File: config.mk
export PLATFORM = sky130hd
export DESIGN_NAME = rtop_top
export DESIGN_NICKNAME = d
export VERILOG_FILES = /design/src/verilog/rtop_pkg.sv /design/src/verilog/rtop_top.sv
export SDC_FILE = /design/constraint.sdc
export NUM_CORES = 1
export LEC_CHECK = 0
export ABC_AREA = 0
export BUFFER_PORTS_ARGS = -buffer_cell sky130_fd_sc_hd__buf_2
export CAP_MARGIN = 20
export CORE_MARGIN = 10
export CORE_UTILIZATION = 40
export CTS_CLUSTER_DIAMETER = 60
export DETAILED_ROUTE_END_ITERATION = 8
export PLACE_DENSITY_LB_ADDON = 0.12
export SETUP_SLACK_MARGIN = 0.4
export SKIP_CTS_REPAIR_TIMING = 1
export SLEW_MARGIN = 30
export SYNTH_ARGS = -nofsm -noshare
export SYNTH_HDL_FRONTEND = slang
export SYNTH_SLANG_ARGS = --single-unit
File: constraint.sdc
create_clock -name CLK_SYS -period 3 [get_ports CLK_SYS]
set_input_delay 0.6 -clock CLK_SYS [delete_from_list [all_inputs] [get_ports CLK_SYS]]
set_output_delay 0.6 -clock CLK_SYS [all_outputs]
set_load 0.02 [all_outputs]
File: src/verilog/rtop_pkg.sv
package rtop_pkg;

  // register addresses on the special function register port
  localparam logic [15:0] RTOP_ADDR_BUF_LO = 16'hFF0E;
  localparam logic [15:0] RTOP_ADDR_BUF_HI = 16'hFF0F;
  localparam logic [15:0] RTOP_ADDR_LATCH  = 16'hFF00;
  localparam logic [15:0] RTOP_ADDR_DIR    = 16'hFF20;
  localparam logic [15:0] RTOP_ADDR_CTRL   = 16'hFF01;

  // control register field positions
  localparam int RTOP_CTRL_LO_EN    = 0;
  localparam int RTOP_CTRL_HI_EN    = 1;
  localparam int RTOP_CTRL_BYTE     = 2;
  localparam int RTOP_CTRL_EXT_EN   = 3;
  localparam int RTOP_CTRL_EXT_ONLY = 4;
  localparam logic [7:0] RTOP_CTRL_MASK  = 8'h1F;

  // reset values
  localparam logic [7:0] RTOP_CTRL_RESET = 8'h00;
  localparam logic [7:0] RTOP_DIR_RESET  = 8'hFF;  // 1 = input, so pins float
  localparam logic [7:0] RTOP_ZERO8      = 8'h00;

  // register port request
  typedef struct packed {
    logic [15:0] addr;
    logic        wr;
    logic        rd;
    logic        bit_op;
    logic [2:0]  bit_idx;
    logic        bit_val;
    logic [7:0]  wdata;
  } rtop_req_t;

  // whole block state
  typedef struct packed {
    logic [7:0] ctrl;
    logic [7:0] dir;
    logic [7:0] latch;
    logic [3:0] buf_lo;
    logic [3:0] buf_hi;
    logic [7:0] oe;
    logic [7:0] rdata;
    logic       rvalid;
    logic [2:0] trig_prev;
  } rtop_state_t;

endpackage : rtop_pkg

File: src/verilog/rtop_top.sv
`timescale 1ns/1ps
`default_nettype none
module rtop_top
  import rtop_pkg::*;
(
  // clock and reset
  input  wire logic        CLK_SYS,
  input  wire logic        RST,
  // special function register port
  input  wire logic [15:0] SFR_ADDR,
  input  wire logic        SFR_WR,
  input  wire logic        SFR_RD,
  input  wire logic        SFR_BIT_OP,
  input  wire logic [2:0]  SFR_BIT_IDX,
  input  wire logic        SFR_BIT_VAL,
  input  wire logic [7:0]  SFR_WDATA,
  output logic      [7:0]  SFR_RDATA,
  output logic             SFR_RVALID,
  // transfer triggers from on-chip timer and interrupt logic
  input  wire logic        CMP_FIRST_IRQ,
  input  wire logic        CMP_SECOND_IRQ,
  input  wire logic        EXT_IRQ_FIRST,
  // port pins
  output logic      [7:0]  PORT_OUT,
  output logic      [7:0]  PORT_OE
);

  rtop_state_t s_q;
  rtop_state_t s_d;
  rtop_req_t   req;
  logic        lo_en;
  logic        hi_en;
  logic        mode8;
  logic [2:0]  trig_now;
  logic [2:0]  trig_rise;
  logic        lo_trig;
  logic        hi_trig;
  logic [7:0]  cur_val;
  logic [7:0]  wr_val;

  // gather the register port into one request
  assign req = '{addr: SFR_ADDR, wr: SFR_WR, rd: SFR_RD, bit_op: SFR_BIT_OP,
                 bit_idx: SFR_BIT_IDX, bit_val: SFR_BIT_VAL, wdata: SFR_WDATA};

  assign lo_en = s_q.ctrl[RTOP_CTRL_LO_EN];
  assign hi_en = s_q.ctrl[RTOP_CTRL_HI_EN];
  // 8-bit channel needs byte bit and both nibbles
  assign mode8 = s_q.ctrl[RTOP_CTRL_BYTE] & lo_en & hi_en;

  // rising edges so a held trigger moves data once
  assign trig_now  = {EXT_IRQ_FIRST, CMP_SECOND_IRQ, CMP_FIRST_IRQ};
  assign trig_rise = trig_now & ~s_q.trig_prev;

  // low-side trigger picked by the external bits
  always_comb begin
    if (s_q.ctrl[RTOP_CTRL_EXT_ONLY] && s_q.ctrl[RTOP_CTRL_EXT_EN]) begin
      lo_trig = trig_rise[2];
    end else if (s_q.ctrl[RTOP_CTRL_EXT_EN]) begin
      lo_trig = trig_rise[0] | trig_rise[2];
    end else begin
      lo_trig = trig_rise[0];
    end
  end

  // high nibble follows second match, or low trigger in 8-bit mode
  assign hi_trig = mode8 ? lo_trig : trig_rise[1];

  // current value of the addressed register, shared by reads and bit ops
  always_comb begin
    case (req.addr)
      // port reads always show the latch
      RTOP_ADDR_LATCH:  cur_val = s_q.latch;
      RTOP_ADDR_DIR:    cur_val = s_q.dir;
      RTOP_ADDR_CTRL:   cur_val = s_q.ctrl;
      // both buffer addresses read high over low
      RTOP_ADDR_BUF_LO: cur_val = {s_q.buf_hi, s_q.buf_lo};
      RTOP_ADDR_BUF_HI: cur_val = {s_q.buf_hi, s_q.buf_lo};
      default:          cur_val = RTOP_ZERO8;
    endcase
  end

  // a bit op rewrites the whole byte around the chosen bit
  always_comb begin
    wr_val = req.wdata;
    if (req.bit_op) begin
      wr_val = cur_val;
      wr_val[req.bit_idx] = req.bit_val;
    end
  end

  // next state
  always_comb begin
    s_d = s_q;
    s_d.trig_prev = trig_now;
    s_d.rvalid    = req.rd;
    s_d.rdata     = req.rd ? cur_val : s_q.rdata;
    if (req.wr) begin
      case (req.addr)
        RTOP_ADDR_LATCH: begin
          // real-time nibbles ignore software port writes
          if (!lo_en) s_d.latch[3:0] = wr_val[3:0];
          if (!hi_en) s_d.latch[7:4] = wr_val[7:4];
        end
        RTOP_ADDR_DIR:  s_d.dir  = wr_val;
        // control register byte or bit writes
        RTOP_ADDR_CTRL: s_d.ctrl = wr_val & RTOP_CTRL_MASK;
        // low buffer sits at the lower address
        RTOP_ADDR_BUF_LO: begin
          s_d.buf_lo = wr_val[3:0];
          if (mode8) s_d.buf_hi = wr_val[7:4];
        end
        RTOP_ADDR_BUF_HI: begin
          // separate channels keep the other nibble
          s_d.buf_hi = wr_val[7:4];
          if (mode8) s_d.buf_lo = wr_val[3:0];
        end
        default: s_d = s_d;  // unmapped addresses change nothing
      endcase
    end
    // hardware transfer takes the buffers as they stood
    if (lo_en && lo_trig) s_d.latch[3:0] = s_q.buf_lo;
    if (hi_en && hi_trig) s_d.latch[7:4] = s_q.buf_hi;
    // enable bit forces the nibble drivers on over direction
    s_d.oe[3:0] = s_d.ctrl[RTOP_CTRL_LO_EN] ? 4'hF : ~s_d.dir[3:0];
    s_d.oe[7:4] = s_d.ctrl[RTOP_CTRL_HI_EN] ? 4'hF : ~s_d.dir[7:4];
    if (RST) begin
      s_d.ctrl      = RTOP_CTRL_RESET;
      // all pins released; latch and buffers kept as they are
      s_d.dir       = RTOP_DIR_RESET;
      s_d.oe        = RTOP_ZERO8;
      s_d.rdata     = RTOP_ZERO8;
      s_d.rvalid    = 1'b0;
      s_d.trig_prev = 3'h0;
      s_d.latch     = s_q.latch;
      s_d.buf_lo    = s_q.buf_lo;
      s_d.buf_hi    = s_q.buf_hi;
    end
  end

  // single state register; reset is folded into the next-state logic
  always_ff @(posedge CLK_SYS) begin
    s_q <= s_d;
  end

  assign PORT_OUT   = s_q.latch;
  assign PORT_OE    = s_q.oe;
  assign SFR_RDATA  = s_q.rdata;
  assign SFR_RVALID = s_q.rvalid;

  ctrl_reset_a: assert property (@(posedge CLK_SYS) $fell(RST) |-> s_q.ctrl == RTOP_CTRL_RESET)
    else $error("control register not cleared by reset");

  pins_float_a: assert property (@(posedge CLK_SYS) $fell(RST) |-> PORT_OE == RTOP_ZERO8)
    else $error("pins driven after reset");

  // enabled nibble drives regardless of direction
  oe_override_a: assert property (@(posedge CLK_SYS) disable iff (RST)
    lo_en |-> PORT_OE[3:0] == 4'hF)
    else $error("low nibble not driven in real-time mode");

  lo_xfer_a: assert property (@(posedge CLK_SYS) disable iff (RST)
    lo_en && lo_trig |=> PORT_OUT[3:0] == $past(s_q.buf_lo))
    else $error("low buffer not moved to latch");

  // high nibble on second match in 4-bit mode
  hi_xfer_a: assert property (@(posedge CLK_SYS) disable iff (RST)
    hi_en && !mode8 && CMP_SECOND_IRQ && !s_q.trig_prev[1] |=> PORT_OUT[7:4] == $past(s_q.buf_hi))
    else $error("high buffer not moved on second match");

  // port write blocked for real-time nibble
  latch_guard_a: assert property (@(posedge CLK_SYS) disable iff (RST)
    SFR_WR && SFR_ADDR == RTOP_ADDR_LATCH && hi_en && !hi_trig |=> PORT_OUT[7:4] == $past(PORT_OUT[7:4]))
    else $error("software changed a real-time nibble");

  // separate channel write keeps other buffer
  buf_sep_a: assert property (@(posedge CLK_SYS) disable iff (RST)
    SFR_WR && SFR_ADDR == RTOP_ADDR_BUF_LO && !mode8 |=> s_q.buf_hi == $past(s_q.buf_hi))
    else $error("low buffer write disturbed high buffer");

  buf_byte_a: assert property (@(posedge CLK_SYS) disable iff (RST)
    SFR_WR && !SFR_BIT_OP && SFR_ADDR == RTOP_ADDR_BUF_HI && mode8 |=> s_q.buf_lo == $past(SFR_WDATA[3:0]))
    else $error("8-bit write did not fill low buffer");

  buf_read_a: assert property (@(posedge CLK_SYS) disable iff (RST)
    SFR_RD && SFR_ADDR == RTOP_ADDR_BUF_LO |=> SFR_RVALID && SFR_RDATA == $past({s_q.buf_hi, s_q.buf_lo}))
    else $error("buffer read has wrong layout");

  // real-time low nibble ignores port writes
  latch_lo_guard_a: assert property (@(posedge CLK_SYS) disable iff (RST)
    SFR_WR && SFR_ADDR == RTOP_ADDR_LATCH && lo_en && !lo_trig |=> PORT_OUT[3:0] == $past(PORT_OUT[3:0]))
    else $error("software changed the real-time low nibble");

  held_trig_a: assert property (@(posedge CLK_SYS) disable iff (RST)
    CMP_FIRST_IRQ && s_q.trig_prev[0] && !s_q.ctrl[RTOP_CTRL_EXT_EN] && !(SFR_WR && SFR_ADDR == RTOP_ADDR_LATCH)
    |=> PORT_OUT[3:0] == $past(PORT_OUT[3:0]))
    else $error("held trigger moved low nibble again");

  latch_read_a: assert property (@(posedge CLK_SYS) disable iff (RST)
    SFR_RD && SFR_ADDR == RTOP_ADDR_LATCH |=> SFR_RDATA == $past(PORT_OUT))
    else $error("port read did not return the latch");

  ctrl_write_a: assert property (@(posedge CLK_SYS) disable iff (RST)
    SFR_WR && !SFR_BIT_OP && SFR_ADDR == RTOP_ADDR_CTRL |=> s_q.ctrl == ($past(SFR_WDATA) & RTOP_CTRL_MASK))
    else $error("control byte write lost");

  ext_xfer_a: assert property (@(posedge CLK_SYS) disable iff (RST)
    s_q.ctrl[RTOP_CTRL_EXT_EN] && lo_en && EXT_IRQ_FIRST && !s_q.trig_prev[2] |=> PORT_OUT[3:0] == $past(s_q.buf_lo))
    else $error("external trigger did not move low buffer");

  oe_hi_override_a: assert property (@(posedge CLK_SYS) disable iff (RST)
    hi_en |-> PORT_OE[7:4] == 4'hF)
    else $error("high nibble not driven in real-time mode");

  byte_xfer_a: assert property (@(posedge CLK_SYS) disable iff (RST)
    mode8 && lo_trig |=> PORT_OUT[7:4] == $past(s_q.buf_hi))
    else $error("8-bit transfer missed the high nibble");

endmodule : rtop_top
`default_nettype wire

==> results.py, run 1 <==
metrics = {
    "critical_path": {
        "r2r_end": "PORT_OUT[1]",
        "r2r_start": "s_q[47]",
        "arrival_ns": 2.64,
        "critPathRequiredTime_ns": 3.18,
        "crit_fanout": 8,
        "cp-end-kind": "flop",
        "r2r_cells": 6,
        "setup.worst_path.start_class": "input port",
        "path_class": "input port to flop",
        "timing.reg2reg.setup_slack_ns": 1.11,
    },
    "place": {
        "place_area_mm2": 0.00289,
        "portBuffers": 60,
        "hpwl_um": 5950,
        "gp_congestion": 0.909,
        "post-place-ws_ns": 0.198,
    },
    "power": {
        "p_per_area_mw_per_mm2": 442,
        "p_int_w": 0.00102,
        "switching_power_w": 0.000312,
        "p_seq_frac": 0.523,
        "ir_drop_mv": 0.276,
        "power_frac_comb": 0.106,
        "p_sw_frac": 0.234,
        "leakagePower_nw": 1.21,
        "power_frac_clock": 0.371,
    },
    "finish": {
        "diodes": 0,
        "seq_area_mm2": 0.00114,
        "multi_input_area_mm2": 0.00122,
        "syn_to_final_growth_pct": 14.5,
        "design_area_mm2": 0.00301,
        "fill_cells": 630,
        "drive_above_1_share": 0.292,
        "nets": 360,
    },
    "die": {
        "initial_core_util": 0.412,
        "core_mm2": 0.00639,
        "die-area_mm2": 0.0102,
        "die_x_um": 101,
        "io_pins": 61,
        "die_height_um": 101,
        "rows": 29,
    },
    "synthesis": {
        "synthAdderAreaFrac": 0,
        "synth_top_cell_area_share": 0.251,
        "ys_warn_count": 0,
        "synth_compound_area_frac": 0.215,
        "synth-edff-count": 16,
        "netlist_area_mm2": 0.00263,
        "yosysMostFrequentCell": "dfxtp_1",
        "synth_xor_area_frac": 0,
        "async_reset_ff_frac": 0,
        "synthCells": 281,
        "synth-simple-area-share": 0.224,
        "ys_seq_area_frac": 0.434,
        "netlist_top_cells_count": "dfxtp_1 (33), nor2_1 (29), buf_4 (24), nand2_1 (19), edfxtp_1 (16)",
        "yosys-top-cells-area": "dfxtp_1 (25%), edfxtp_1 (18%), buf_4 (6.9%)",
        "syn_avg_cell_area_um2": 9.36,
        "yosysTopAreaCell": "dfxtp_1",
        "synth.distinct_cells": 59,
        "synth_fp_nets": 317,
        "yosys_most_used_dff": "dfxtp_1",
        "synth_seq_cells": 49,
        "synth_top_family_by_area": "simple AND/OR/NAND/NOR gates",
        "synthMuxAreaShare": 0.0243,
    },
    "timing": {
        "hold_viol": 0,
        "fin_crit_sh": 0.819,
        "rsz0062_at_grt": "no",
        "timing.fmax_mhz": 407,
        "drv_slew": 0,
        "worstMarginPinSlew_ns": 0.542,
        "setup_viol": 0,
        "setup_ws_ns": 0.544,
        "slew_headroom": 0.638,
        "fin_crit_ns": 2.46,
        "setup-tns-final_ns": 0,
        "fin_skew_ns": 0.00843,
    },
    "clocking": {
        "path_clk_slew_ns": 0.09,
        "cts_root_buf": "clkbuf_8",
        "cts_buffer_depth": 2,
        "htreeDepth": 2,
        "clock_latency_ns": 0.30,
        "cts_buffers": 5,
        "clock-sinks": 49,
        "tritoncts": "built",
    },
    "outcome": {
        "outcome": "finished, final reports clean",
    },
    "global_routing": {
        "grt.overflow.total": 0,
        "grt_max_degree": 22,
        "grt_usage": 0.149,
        "grt_pass1_wl_um": 12200,
        "grt_antenna_before_repair": 0,
        "grt_pass1_vias": 2268,
    },
    "drt": {
        "drt_iter0_drc": 180,
        "drcViolationCount": 0,
        "drtPass1Iterations": 5,
        "vias": 2279,
        "drtAntennaViolNets": 0,
        "avgViaCountPerCell": 5.67,
        "post_drt_wl_per_cell_um": 18.9,
        "drt_wl_total_um": 7610,
    },
    "hold_path": {
        "hold_depth": 2,
        "hold_path_class": "flop to flop",
        "whs_endpoint": "SFR_RDATA[3]",
        "min_from": "SFR_RDATA[3]",
    },
    "job": {
        "maxCapViolCount": 0,
    },
}
[cell usage in the layout, fill, tap and decap left out, types with 8 or more instances in the layout]
| cell | count |
|---|---|
| buf_2 | 60 |
| dfxtp_1 | 33 |
| nor2_1 | 29 |
| nand2_1 | 19 |
| edfxtp_1 | 16 |
| a21oi_1 | 15 |
| buf_4 | 14 |
| nand3_1 | 12 |
| nor2b_1 | 11 |
| o21ai_0 | 10 |
| inv_1 | 8 |
[per-stage QoR]
stage | std cells | power [W] | hold slack (ns) | utilization
floorplan | 281 | 0.000795 | 0.462 | -
global placement | 394 | 0.000850 | 0.477 | 0.453
detailed placement | 394 | 0.000850 | 0.479 | 0.453
CTS | 402 | 0.00134 | 0.491 | 0.471
global route | 402 | 0.00138 | 0.521 | 0.472
finish | 402 | 0.00133 | 0.491 | 0.472
[flip-flops by register name, indices dropped and copies added (netlist names)]
| signal | cells |
|---|---|
| SFR_RVALID | 1 |
| s_q | 22 |
| lo_en | 1 |
| PORT_OE | 8 |
| PORT_OUT | 8 |
| hi_en | 1 |
| SFR_RDATA | 8 |
[cell type report]
class | instances | area share
repair buffers | 74 | 0.135
flip-flops and latches | 49 | 0.379
multi-input cells | 186 | 0.405
clock buffers | 6 | 0.0274
clock inverters | 2 | 0.0125
inverters | 8 | 0.00997
well taps | 77 | 0.0320
[routing by layer]
layer | wire length (um) | track usage | vias to the layer above
met5 | 0 | 0 | -
met4 | 118 | 0.0472 | 0
met3 | 647 | 0.0432 | 10
met2 | 3340 | 0.222 | 86
met1 | 3500 | 0.200 | 1073
li1 | - | - | 1110
[power groups by stage]
stage	clock, W	sequential [W]	combinational, W
2_1_floorplan	0	0.000710	0.0000848
3_3_place_gp	0	0.000710	0.000140
3_5_place_dp	0	0.000710	0.000140
4_1_cts	0.000507	0.000695	0.000140
5_1_grt	0.000530	0.000696	0.000156
6_report	0.000494	0.000695	0.000141
[worst max-delay path: stages]
cell and delay, ns:
buf_2 0.09, or4b_4 0.62, or4_1 0.54, o2bb2ai_1 0.18
a21oi_1 0.11, a2111oi_1 0.37, a21o_1 0.12
[kinds of logic after synthesis]
group	count (synthesis)
AOI/OAI and AO/OA	77
buffers and inverters	46
DFF	49
muxes	6
and+or+nand+nor	103
[worst max-delay path by stage]
stage | slack (ns) | start | endpoint | depth (start not counted)
detailed placement | 0.20 | SFR_ADDR[4] | PORT_OE[0] | 7
global route | 0.42 | SFR_ADDR[4] | PORT_OUT[0] | 7
floorplan | 0.40 | SFR_ADDR[4] | PORT_OE[0] | 7
global placement | 0.25 | SFR_ADDR[4] | PORT_OE[0] | 7
finish | 0.54 | SFR_ADDR[4] | PORT_OUT[0] | 7
CTS | 0.51 | SFR_ADDR[4] | PORT_OE[0] | 7
No activity file was read; power rests on OpenSTA's default activity.
==> run 2, diff against run 1 <==
==> constraint.sdc (replaced) <==
create_clock -name CLK_SYS -period 2.01 [get_ports CLK_SYS]
set_input_delay 0.402 -clock CLK_SYS [delete_from_list [all_inputs] [get_ports CLK_SYS]]
set_output_delay 0.402 -clock CLK_SYS [all_outputs]
set_load 0.02 [all_outputs]
==> run 2 against run 1 <==
  * The flow now finishes with violations (setup timing)
  * Flip-flop and latch count did not move
  * Non-clock buffer count rose by 51
  * Clock power rose by 44%
  * Sequential power rose by 50%
  * Sequential share of layout area fell by 6.2 points
  * Worst hold slack got worse by 0.17 ns
  * Register-to-register slack got worse by 0.95 ns
  * Clock skew fell by 0.00086 ns
  * Combinational power rose by 95%
  * Cell count rose by 13%
  * Largest power group unchanged
==> results.py, run 2 (synthesis results as in run 1) <==
metrics = {
    "finish": {
        "instances_no_fill": 453,
        "syn_to_final_growth_pct": 37.1,
        "drive_above_1_share": 0.465,
        "final_cell_mix": "buf_4 (61), buf_2 (58), dfxtp_1 (33), nor2_1 (27), nand2_1 (18)",
        "fin_util": 0.565,
        "design_area_mm2": 0.00361,
        "diodes": 0,
        "fill_cells": 595,
        "regMostFlops": "s_q",
        "largest_reg_flops": 22,
        "nets": 411,
        "final_common_cell": "buf_4",
    },
    "drt": {
        "drt_iter0_drc": 236,
        "drtPass1Iterations": 5,
        "drtAntennaViolNets": 0,
        "post_drt_wl_per_cell_um": 18.2,
        "vias": 2526,
        "drt_wl_total_um": 8230,
        "avgViaCountPerCell": 5.58,
        "drcViolationCount": 0,
    },
    "die": {
        "core_mm2": 0.00639,
        "io_pins": 61,
        "rows": 29,
        "die-area_mm2": 0.0102,
        "initial_core_util": 0.412,
        "die_x_um": 101,
        "die_height_um": 101,
    },
    "power": {
        "p_seq_frac": 0.512,
        "p_sw_frac": 0.243,
        "switching_power_w": 0.000492,
        "power_frac_comb": 0.136,
        "ir_drop_mv": 0.372,
        "leakagePower_nw": 1.51,
        "power_frac_clock": 0.352,
        "p_int_w": 0.00153,
        "p_per_area_mw_per_mm2": 561,
    },
    "clocking": {
        "cts_root_buf": "clkbuf_8",
        "path_clk_slew_ns": 0.09,
        "clock_latency_ns": 0.30,
        "clock-sinks": 49,
        "htreeDepth": 2,
        "cts_buffers": 5,
        "cts_buffer_depth": 2,
        "tritoncts": "built",
    },
    "critical_path": {
        "critPathMaxStageDelay_ns": 0.61,
        "crit_fanout": 8,
        "arrival_ns": 2.38,
        "cp-end-kind": "flop",
        "crit_chain": "buf_6 -> or4b_4 -> or3_4 -> or4_1 -> a21o_1 -> o41a_1 -> o211ai_1",
        "path_class": "input port to flop",
        "cp_slowest_cell": "or4b_4",
        "worst-path-buf-inv": 1,
        "cpLargestDelayFamily": "simple AND/OR/NAND/NOR gates",
        "setup.worst_path.start_class": "input port",
        "critPathRequiredTime_ns": 2.24,
    },
    "timing": {
        "rsz0062_at_grt": "yes",
        "fin_crit_ns": 2.15,
        "timing.fmax_mhz": 465,
        "hold_viol": 0,
        "setup_viol": 18,
        "fin_skew_ns": 0.00757,
        "fin_crit_sh": 1.07,
        "setup-tns-final_ns": -0.899,
        "setup_ws_ns": -0.141,
        "slew_headroom": 0.651,
        "drv_slew": 0,
        "worstMarginPinSlew_ns": 0.523,
    },
    "global_routing": {
        "grt_antenna_before_repair": 0,
        "grt.overflow.total": 0,
        "grt_pass1_wl_um": 12700,
        "grt_usage": 0.152,
        "grt_max_degree": 30,
        "grt_pass1_vias": 2361,
    },
    "place": {
        "hpwl_um": 6340,
        "gp_congestion": 0.910,
        "post-place-ws_ns": -0.438,
        "portBuffers": 60,
        "place_inst": 437,
        "place_area_mm2": 0.00329,
    },
    "hold_path": {
        "hold_path_class": "input port to flop",
    },
    "job": {
        "maxCapViolCount": 0,
    },
    "outcome": {
        "violations": "setup timing",
        "outcome": "complete, but fails checks",
    },
}
run 2: final cells by class:
| type | instances | area [um2] | area share |
|---|---|---|---|
| tap | 77 | 96.3 | 0.0267 |
| sequential | 49 | 1140 | 0.316 |
| clock buffer | 5 | 68.8 | 0.0191 |
| timing repair buffer | 125 | 825 | 0.229 |
| inverter | 8 | 30.0 | 0.00833 |
| clock inverter | 3 | 46.3 | 0.0128 |
| multi-input combinational | 186 | 1400 | 0.388 |
run 2: power by group through the flow:
stage / Clock [W] / Sequential, W / Combinational [W]
2_1_floorplan: 0 / 0.00106 / 0.000133
3_3_place_gp: 0 / 0.00106 / 0.000248
3_5_place_dp: 0 / 0.00106 / 0.000249
4_1_cts: 0.000725 / 0.00104 / 0.000250
5_1_grt: 0.000769 / 0.00104 / 0.000298
6_report: 0.000711 / 0.00104 / 0.000275
run 2: per-layer routing:
metal,up-vias,share of wire,track usage
li1,1219,-,-
met1,1181,0.46,0.218
met2,111,0.44,0.223
met3,15,0.083,0.0398
met4,0,0.018,0.0300
met5,-,0,0
run 2: final timing paths:
check | start | endpoint | slack (ns) | cells past startpoint
max reg2reg | hi_en | PORT_OUT[7] | 0.16 | 4
max | SFR_ADDR[4] | PORT_OE[0] | -0.14 | 7
min | EXT_IRQ_FIRST | s_q[2] | 0.32 | 2
min reg2reg | SFR_RDATA[5] | SFR_RDATA[5] | 0.49 | 2
run 2: through the flow:
| step | hold slack (ns) | power [W] |
|---|---|---|
| after floorplan | 0.462 | 0.00119 |
| after global placement | 0.477 | 0.00131 |
| after detailed placement | 0.476 | 0.00131 |
| after CTS | 0.324 | 0.00201 |
| after global routing | 0.346 | 0.00211 |
| final | 0.324 | 0.00202 |
